`src/rtl/gauge_pkg.sv`:
```
// gauge_pkg: constants, encodings and carrier types for the gauge panel logic
// assumes one 100 MHz clock, synchronous key pulses and a signed reading
//
// Summary of operation
// - scale key shows scale; another press while flashing swaps inch and metric
// - range key steps to next range; inch has eight, .0002 to .050
// - metric range key cycles millimetre ranges .005 up to 1.00
// - selected range goes to alphanumeric display and range indicator
// - mode key shows mode; presses while flashing step span, min, max, direct
// - limits key shows a limit label; further presses toggle upper and lower
// - upper selected: label then stored upper value on display and bargraph
// - encoder rotation while value flashes adjusts selected limit, displays track
// - upper limit past bargraph top disables it, shows upper-off message
// - lower limit past bargraph bottom disables it, shows lower-off message
// - lower selected: label then stored lower value on display and bargraph
// - encoder push leaves limit setting and keeps adjusted limits
// - direct reading mode shows live input on display and bargraph
// - span mode shows max minus min since last reset key
// - maximum hold shows highest reading since last reset key
// - minimum hold shows lowest reading since reset; reset restarts tracking
package gauge_pkg;

	// ==========================================
	// widths and scale
	localparam int          VAL_W        = 16;
	localparam int          RANGE_W      = 3;
	localparam logic [2:0]  INCH_RANGES  = 3'h7;    // eight inch ranges, last index
	localparam logic [2:0]  MM_RANGES    = 3'h7;    // eight metric ranges, last index
	localparam logic signed [15:0] BAR_HIGH = 16'sh03E8;
	localparam logic signed [15:0] BAR_LOW  = -16'sh03E8;
	localparam logic signed [15:0] UPPER_RST = 16'sh01F4;
	localparam logic signed [15:0] LOWER_RST = -16'sh01F4;

	// ==========================================
	// display timing
	localparam int          LABEL_NS     = 500000000;
	localparam int          CLK_NS       = 10;
	localparam int          LABEL_CYC    = LABEL_NS / CLK_NS;

	// ==========================================
	// message codes on the alphanumeric display
	localparam logic [3:0]  MSG_VALUE    = 4'h0;
	localparam logic [3:0]  MSG_SCALE    = 4'h1;
	localparam logic [3:0]  MSG_RANGE    = 4'h2;
	localparam logic [3:0]  MSG_MODE     = 4'h3;
	localparam logic [3:0]  MSG_UPPER    = 4'h4;
	localparam logic [3:0]  MSG_LOWER    = 4'h5;
	localparam logic [3:0]  MSG_UPPER_OFF = 4'h6;
	localparam logic [3:0]  lower_limit_disabled_msg = 4'h7;

	typedef enum logic [1:0]
	{
		span_hold_mode      = 2'h0,
		min_hold_mode       = 2'h1,
		max_hold_mode       = 2'h2,
		direct_reading_mode = 2'h3
	} gauge_mode_t;

	// gray-coded panel states along show -> edit path
	typedef enum logic [2:0]
	{
		ST_RUN       = 3'h0,
		ST_SCALE     = 3'h1,
		ST_RANGE     = 3'h3,
		ST_MODE      = 3'h2,
		ST_LIM_LABEL = 3'h6,
		ST_LIM_EDIT  = 3'h7
	} panel_state_t;

	typedef struct packed
	{
		logic scale;
		logic range;
		logic mode;
		logic limits;
		logic reset;
		logic push;
		logic rot_up;
		logic rot_dn;
	} panel_keys_t;

	typedef struct packed
	{
		logic [3:0]              msg;
		logic                    flash;
		logic signed [VAL_W-1:0] value;
		logic signed [VAL_W-1:0] bar;
	} display_t;

endpackage

```
`src/rtl/gauge_panel.sv`:
```
// gauge_panel: key handling, mode selection and display drive for one column
// assumes key inputs are debounced one-cycle pulses synchronous to ref_clk
`timescale 1ns/1ps
module gauge_panel import gauge_pkg::*;
#(
	parameter int LABEL_CYCLES = LABEL_CYC
)
(
	// clock and reset
	input  wire logic                    ref_clk,
	input  wire logic                    rstn,
	// operator keys and encoder
	input  wire panel_keys_t             keys,
	// gauge reading
	input  wire logic signed [VAL_W-1:0] reading,
	// display
	output display_t                     disp,
	output logic [RANGE_W-1:0]           range_ind,
	// settings and judgement
	output logic                         scale_metric,
	output gauge_mode_t                  mode,
	output logic                         over_flag,
	output logic                         under_flag
);

	panel_state_t            state_reg;
	panel_state_t            state_next;
	logic                    metric_reg;
	logic                    metric_next;
	logic [RANGE_W-1:0]      range_reg;
	logic [RANGE_W-1:0]      range_next;
	gauge_mode_t             mode_reg;
	gauge_mode_t             mode_next;
	logic                    sel_upper_reg;
	logic                    sel_upper_next;
	logic [31:0]             timer_reg;
	logic [31:0]             timer_next;
	display_t                disp_reg;
	display_t                disp_next;
	logic                    over_reg;
	logic                    over_next;
	logic                    under_reg;
	logic                    under_next;
	logic signed [VAL_W-1:0] max_val;
	logic signed [VAL_W-1:0] min_val;
	logic signed [VAL_W-1:0] upper_val;
	logic signed [VAL_W-1:0] lower_val;
	logic                    upper_off;
	logic                    lower_off;
	logic signed [VAL_W-1:0] shown;
	logic                    timer_load;

	// ==========================================
	// helpers
	// reset key restarts the extremes in any state, menus included
	peak_tracker #(
		.W       (VAL_W)
	) u_peak (
		.ref_clk (ref_clk),
		.rstn    (rstn),
		.reading (reading),
		.restart (keys.reset),
		.max_reg (max_val),
		.min_reg (min_val)
	);

	limit_store u_limits (
		.ref_clk       (ref_clk),
		.rstn          (rstn),
		.edit_en       (state_reg == ST_LIM_EDIT),
		.sel_upper     (sel_upper_reg),
		.rot_up        (keys.rot_up),
		.rot_dn        (keys.rot_dn),
		.upper_reg     (upper_val),
		.lower_reg     (lower_val),
		.upper_off_reg (upper_off),
		.lower_off_reg (lower_off)
	);

	// ==========================================
	// panel state
	always_comb
	begin
		state_next     = state_reg;
		metric_next    = metric_reg;
		range_next     = range_reg;
		mode_next      = mode_reg;
		sel_upper_next = sel_upper_reg;
		timer_load     = 1'b0;
		case (state_reg)
			ST_RUN:
			begin
				if (keys.scale)
					state_next = ST_SCALE;
				else if (keys.range)
					state_next = ST_RANGE;
				else if (keys.mode)
					state_next = ST_MODE;
				else if (keys.limits)
				begin
					state_next = ST_LIM_LABEL;
					timer_load = 1'b1;
				end
			end
			ST_SCALE, ST_RANGE, ST_MODE:
			begin
				// a different key jumps straight to its own setting
				if (keys.scale)
				begin
					if (state_reg == ST_SCALE)
					begin
						metric_next = ~metric_reg;
						range_next  = '0;  // range tables differ between scales
					end
					state_next = ST_SCALE;
				end
				else if (keys.range)
				begin
					if (state_reg == ST_RANGE)
						range_next = (range_reg == (metric_reg ? MM_RANGES : INCH_RANGES)) ? '0
						           : range_reg + 3'h1;
					state_next = ST_RANGE;
				end
				else if (keys.mode)
				begin
					if (state_reg == ST_MODE)
						mode_next = gauge_mode_t'(mode_reg + 2'h1);
					state_next = ST_MODE;
				end
				else if (keys.limits)
				begin
					state_next = ST_LIM_LABEL;
					timer_load = 1'b1;
				end
				// push in run is ignored; only setting states leave on it
				else if (keys.push)
					state_next = ST_RUN;
			end
			ST_LIM_LABEL, ST_LIM_EDIT:
			begin
				if (keys.limits)
				begin
					sel_upper_next = ~sel_upper_reg;
					state_next     = ST_LIM_LABEL;
					timer_load     = 1'b1;
				end
				else if (keys.push)
					state_next = ST_RUN;
				else if (state_reg == ST_LIM_LABEL && timer_reg == 32'h0)
					state_next = ST_LIM_EDIT;
			end
			default:
				state_next = ST_RUN;
		endcase
	end

	always_ff @(posedge ref_clk)
	begin
		if (!rstn)
		begin
			state_reg     <= ST_RUN;
			metric_reg    <= 1'b0;
			range_reg     <= '0;
			mode_reg      <= direct_reading_mode;
			sel_upper_reg <= 1'b1;
		end
		else
		begin
			state_reg     <= state_next;
			metric_reg    <= metric_next;
			range_reg     <= range_next;
			mode_reg      <= mode_next;
			sel_upper_reg <= sel_upper_next;
		end
	end

	// ==========================================
	// label timer; every limits press reloads it, so a toggle restarts the label
	always_comb
	begin
		if (timer_load)
			timer_next = 32'(LABEL_CYCLES);
		else if (timer_reg != 32'h0)
			timer_next = timer_reg - 32'h1;
		else
			timer_next = 32'h0;
	end

	always_ff @(posedge ref_clk)
	begin
		if (!rstn)
			timer_reg <= 32'h0;
		else
			timer_reg <= timer_next;
	end

	// ==========================================
	// measured value by mode
	always_comb
	begin
		case (mode_reg)
			span_hold_mode:      shown = max_val - min_val;
			min_hold_mode:       shown = min_val;
			max_hold_mode:       shown = max_val;
			direct_reading_mode: shown = reading;
			default:             shown = reading;
		endcase
	end

	// ==========================================
	// display
	// built from state_next so a key is answered on the same clock edge that takes it
	always_comb
	begin
		disp_next       = '0;
		disp_next.value = shown;
		disp_next.bar   = shown;
		disp_next.msg   = MSG_VALUE;
		case (state_next)
			ST_SCALE:
			begin
				disp_next.msg   = MSG_SCALE;
				disp_next.value = {{(VAL_W-1){1'b0}}, metric_next};
				disp_next.flash = 1'b1;
			end
			ST_RANGE:
			begin
				disp_next.msg   = MSG_RANGE;
				disp_next.value = {{(VAL_W-RANGE_W){1'b0}}, range_next};
				disp_next.flash = 1'b1;
			end
			ST_MODE:
			begin
				disp_next.msg   = MSG_MODE;
				disp_next.value = {{(VAL_W-2){1'b0}}, mode_next};
				disp_next.flash = 1'b1;
			end
			ST_LIM_LABEL:
				disp_next.msg = sel_upper_next ? MSG_UPPER : MSG_LOWER;
			ST_LIM_EDIT:
			begin
				// shown limit trails the encoder by one clock
				disp_next.flash = 1'b1;
				if (sel_upper_reg)
				begin
					disp_next.msg   = upper_off ? MSG_UPPER_OFF : MSG_VALUE;
					disp_next.value = upper_val;
					disp_next.bar   = upper_off ? BAR_HIGH : upper_val;
				end
				else
				begin
					disp_next.msg   = lower_off ? lower_limit_disabled_msg : MSG_VALUE;
					disp_next.value = lower_val;
					disp_next.bar   = lower_off ? BAR_LOW : lower_val;
				end
			end
			default:
				disp_next.msg = MSG_VALUE;
		endcase
	end

	always_ff @(posedge ref_clk)
	begin
		if (!rstn)
		begin
			disp_reg <= '0;
		end
		else
		begin
			disp_reg <= disp_next;
		end
	end

	// ==========================================
	// judgement on the mode-selected value
	// a limit at full scale still flags; only a disabled one stays silent
	always_comb
	begin
		over_next  = !upper_off && (shown > upper_val);
		under_next = !lower_off && (shown < lower_val);
	end

	always_ff @(posedge ref_clk)
	begin
		if (!rstn)
		begin
			over_reg  <= 1'b0;
			under_reg <= 1'b0;
		end
		else
		begin
			over_reg  <= over_next;
			under_reg <= under_next;
		end
	end

	assign disp         = disp_reg;
	assign range_ind    = range_reg;
	assign scale_metric = metric_reg;
	assign mode         = mode_reg;
	assign over_flag    = over_reg;
	assign under_flag   = under_reg;

endmodule

```
`src/rtl/peak_tracker.sv`:
```
// peak_tracker: running max and min of the reading since the reset key
// assumes reading is valid every clock
`timescale 1ns/1ps
module peak_tracker import gauge_pkg::*;
#(
	parameter int W = VAL_W
)
(
	// clock and reset
	input  wire logic                ref_clk,
	input  wire logic                rstn,
	// reading and restart
	input  wire logic signed [W-1:0] reading,
	input  wire logic                restart,
	// tracked extremes
	output logic signed [W-1:0]      max_reg,
	output logic signed [W-1:0]      min_reg
);

	logic signed [W-1:0] max_next;
	logic signed [W-1:0] min_next;

	// ==========================================
	// tracking
	always_comb
	begin
		max_next = max_reg;
		min_next = min_reg;
		if (restart)
		begin
			max_next = reading;
			min_next = reading;
		end
		else
		begin
			if (reading > max_reg)
				max_next = reading;
			if (reading < min_reg)
				min_next = reading;
		end
	end

	// reset clears both extremes to zero; only the reset key loads them from the reading
	always_ff @(posedge ref_clk)
	begin
		if (!rstn)
		begin
			max_reg <= '0;
			min_reg <= '0;
		end
		else
		begin
			max_reg <= max_next;
			min_reg <= min_next;
		end
	end

endmodule

```
`src/rtl/limit_store.sv`:
```
// limit_store: upper and lower limits with encoder adjustment and disable
// assumes rot_up and rot_dn are single-cycle detent pulses
`timescale 1ns/1ps
module limit_store import gauge_pkg::*;
(
	// clock and reset
	input  wire logic                    ref_clk,
	input  wire logic                    rstn,
	// adjustment
	input  wire logic                    edit_en,
	input  wire logic                    sel_upper,
	input  wire logic                    rot_up,
	input  wire logic                    rot_dn,
	// stored limits
	output logic signed [VAL_W-1:0]      upper_reg,
	output logic signed [VAL_W-1:0]      lower_reg,
	output logic                         upper_off_reg,
	output logic                         lower_off_reg
);

	logic signed [VAL_W-1:0] upper_next;
	logic signed [VAL_W-1:0] lower_next;
	logic                    upper_off_next;
	logic                    lower_off_next;

	// ==========================================
	// adjustment
	always_comb
	begin
		upper_next     = upper_reg;
		lower_next     = lower_reg;
		upper_off_next = upper_off_reg;
		lower_off_next = lower_off_reg;
		if (edit_en && sel_upper)
		begin
			if (rot_up && !upper_off_reg)
			begin
				if (upper_reg >= BAR_HIGH)
					upper_off_next = 1'b1;
				else
					upper_next = upper_reg + 16'sh0001;
			end
			else if (rot_dn)
			begin
				if (upper_off_reg)
					upper_off_next = 1'b0;
				else if (upper_reg > lower_reg)
					upper_next = upper_reg - 16'sh0001;
			end
		end
		else if (edit_en)
		begin
			if (rot_dn && !lower_off_reg)
			begin
				if (lower_reg <= BAR_LOW)
					lower_off_next = 1'b1;
				else
					lower_next = lower_reg - 16'sh0001;
			end
			else if (rot_up)
			begin
				if (lower_off_reg)
					lower_off_next = 1'b0;
				else if (lower_reg < upper_reg)
					lower_next = lower_reg + 16'sh0001;
			end
		end
	end

	// values persist when editing ends
	always_ff @(posedge ref_clk)
	begin
		if (!rstn)
		begin
			upper_reg     <= UPPER_RST;
			lower_reg     <= LOWER_RST;
			upper_off_reg <= 1'b0;
			lower_off_reg <= 1'b0;
		end
		else
		begin
			upper_reg     <= upper_next;
			lower_reg     <= lower_next;
			upper_off_reg <= upper_off_next;
			lower_off_reg <= lower_off_next;
		end
	end

endmodule

```
`config.mk`:
```
export PLATFORM = sky130hd
export DESIGN_NAME = gauge_panel
export DESIGN_NICKNAME = d
export VERILOG_FILES = /design/src/rtl/gauge_pkg.sv /design/src/rtl/gauge_panel.sv /design/src/rtl/peak_tracker.sv /design/src/rtl/limit_store.sv
export SDC_FILE = /design/constraint.sdc
export NUM_CORES = 1
export LEC_CHECK = 0
export CAP_MARGIN = 10
export CORE_UTILIZATION = 50
export DETAILED_ROUTE_END_ITERATION = 10
export DONT_BUFFER_PORTS = 1
export MAX_ROUTING_LAYER = met4
export PLACE_DENSITY = 0.62
export SLEW_MARGIN = 20
export SYNTH_ARGS = -nofsm -noshare
export SYNTH_HDL_FRONTEND = slang
export SYNTH_SLANG_ARGS = --single-unit
```
`constraint.sdc`:
```
create_clock -name ref_clk -period 4.5 [get_ports ref_clk]
set_clock_uncertainty 0.05 [all_clocks]
set_input_delay 0.45 -clock ref_clk [delete_from_list [all_inputs] [get_ports ref_clk]]
set_output_delay 0.45 -clock ref_clk [all_outputs]
set_load 0.005 [all_outputs]
```
==> flow_summary.ini <==
[status]
status = complete, no violations

[setup_path]
cp_cell_sequence = inv_1 -> ha_1 -> inv_1 -> fa_1 -> a21o_1 -> a21oi_1 -> o21ai_0 -> a41o_1 -> a2111oi_0 -> a31oi_1 -> a31oi_1 -> a21oi_1 -> ha_1 -> nand4_1 -> nor2_1 -> o32a_1 -> nand2_1 -> mux2_2 -> nor3_1
crit_fanout = 4
worst-r2r-setup-slack_ns = 0.38
critical_path_class = flop to flop
crit_path_end_kind = flop
crit_buf_inv = 2
required_ns = 4.81
cp-start-kind = flop
crit_family = compound AO/OA/AOI/OAI gates
startpoint = u_peak.max_reg[0]
cp_slowest_stage_delay_ns = 0.40
reg2reg_from = u_peak.max_reg[0]
cp.arrival_ns = 4.43
crit_path_top_delay_cell = a2111oi_0

[power_and_ir_drop]
power-per-cell-area_nw_per_um2 = 375
p_total_mw = 4.36
ir_worst_vdd_v = 0.000240
p_leak_nw = 5.07

[routing]
viasPerCell = 6.08
drt_first_iter_violations = 522
ant_nets = 0
wl_per_cell_um = 18.2
via_count = 9546
drc = 0
drt_first_pass_iters = 5
highest_layer = met4
dr_wl_met3_um = 1400
drt-met1-wl_um = 13400
routed_wl_um = 28600
dr_wl_met2_um = 13300

[logic_synthesis]
yosysTopAreaCellShare = 0.270
synthArstFlopShare = 0
synth.net_count = 1470
yosysMostFrequentCell = dfxtp_1
synth_area_per_cell_um2 = 8.26
synth_common_cells = dfxtp_1, ha_1, nor2_1, inv_1, nand2_1
synth_warnings = 0
synth_seq_area_share = 0.270
synth_edf_count = 0
synth.cell_area_um2 = 10800
synthFlopType = dfxtp_1
synth-seq-cells = 146
synthDistinctLibCells = 82
synth_top_area_cell = dfxtp_1
netlist_top_cells_area = dfxtp_1, ha_1, mux2i_1
netlist_instances = 1312

[cts]
cts_made_buffers = 17
tritoncts = done
postCtsHoldBufs = 0
clock_latency_ns = 0.44
clock_sinks = 146
cts_buffer_depth = 2
root_buffer = clkbuf_16
htree_levels = 4
cts.clk_slew.worst_paths_ns = 0.07

[die]
coreArea_um2 = 21200
rows = 53
die_area_um2 = 22300
start_util = 0.512
io_pins = 71
dieWidth_um = 149
die_y_um = 149

[finish]
layout.cells.non_filler = 1569
area_delta_synth_final_pct = 7.22
register_area_um2 = 2920
largest_register_ffs = 36
multi_input_area_um2 = 7270
drive_above_1_share = 0.0588
fin_nets = 1438
nFillCells = 2006

[placement]
place_congestion = 0.896
place.port_buffers = 0
dp_cells = 1536
dpl.hpwl_um = 21500

[timing]
finalCritPeriodShare = 0.915
finalHoldViolations = 0
worst_pin_slew_ns = 1.04
rsz0062_at_grt = false
finalSetupTns_ns = 0
slew_headroom = 0.309
fmaxAchievable_mhz = 243
finalSetupViolCount = 0
period_needed_ns = 4.12
maxSlewViolCount = 0

[run]
maxCapViolCount = 0

[global_route]
overflow = 0
grt_max_degree = 78
grt_first_pass_wirelength_um = 46700
first_global_vias = 9084
track_usage = 0.273
antenna_found_initial = 1

[worst_hold_path]
holdCritPathClass = input pin to flop
min-delay-start = rstn
repair_timing:
| action | 4_1_cts | 5_1_grt |
|---|---|---|
| endpoints found under the setup margin | 0 | 1 |
| setup buffers | 0 | 0 |
| resized for setup | 0 | 1 |
area by class of cell:
cell class | count | share of cell area
well taps | 275 | 0.0296
clock buffers | 18 | 0.0378
repair buffers | 16 | 0.0103
inverters | 96 | 0.0310
diodes | 1 | 0.000215
flip-flops and latches | 146 | 0.252
clock inverters | 14 | 0.0132
multi-input cells | 1003 | 0.626
through the flow:
stage / hold WS [ns] / utilization / setup WS, ns / area [um^2]
after floorplan: 0.376 / - / 0.880 / 10800
after global placement: 0.396 / 0.521 / 0.450 / 11000
after detailed placement: 0.406 / 0.521 / 0.333 / 11000
after CTS: 0.0293 / 0.549 / 0.307 / 11600
after global routing: 0.0188 / 0.549 / 0.0420 / 11600
final: 0.0578 / 0.549 / 0.382 / 11600
placed cells by master (no fill, tap or decap), types with 37 or more instances in the layout:
master / instances
ha_1: 129
nand2_1: 75
dfxtp_1: 145
inv_1: 95
nand4_1: 48
or4_1: 37
xnor2_1: 44
o21ai_0: 73
a21oi_1: 52
nor2_1: 120
nand3_1: 37
mux2i_1: 50
routing by layer:
layer,vias to the layer above,track usage
li1,4777,-
met1,4509,0.349
met2,230,0.431
met3,30,0.0538
met4,0,0.0872
met5,-,-
final timing paths:
path	cells after the start	to
worst min-delay path	1	mode[0]
worst max register to register	19	under_flag
worst min register to register	2	timer_reg[5]
worst max-delay path	19	under_flag
cell families after synthesis:
| group | count (synthesis) | synth area share |
|---|---|---|
| xor+xnor | 67 | 0.0542 |
| mux | 53 | 0.0493 |
| flops | 146 | 0.270 |
| other cells | 1 | 0.000346 |
| compound gates | 303 | 0.194 |
| simple gates | 447 | 0.218 |
| buf+inv | 163 | 0.0599 |
| fa+ha+maj | 132 | 0.154 |
report_power, final:
group,switching [mW],internal [mW]
Combinational,0.705,0.586
Sequential,0.160,1.45
Clock,0.656,0.805
No activity file was read; power rests on OpenSTA's default activity.
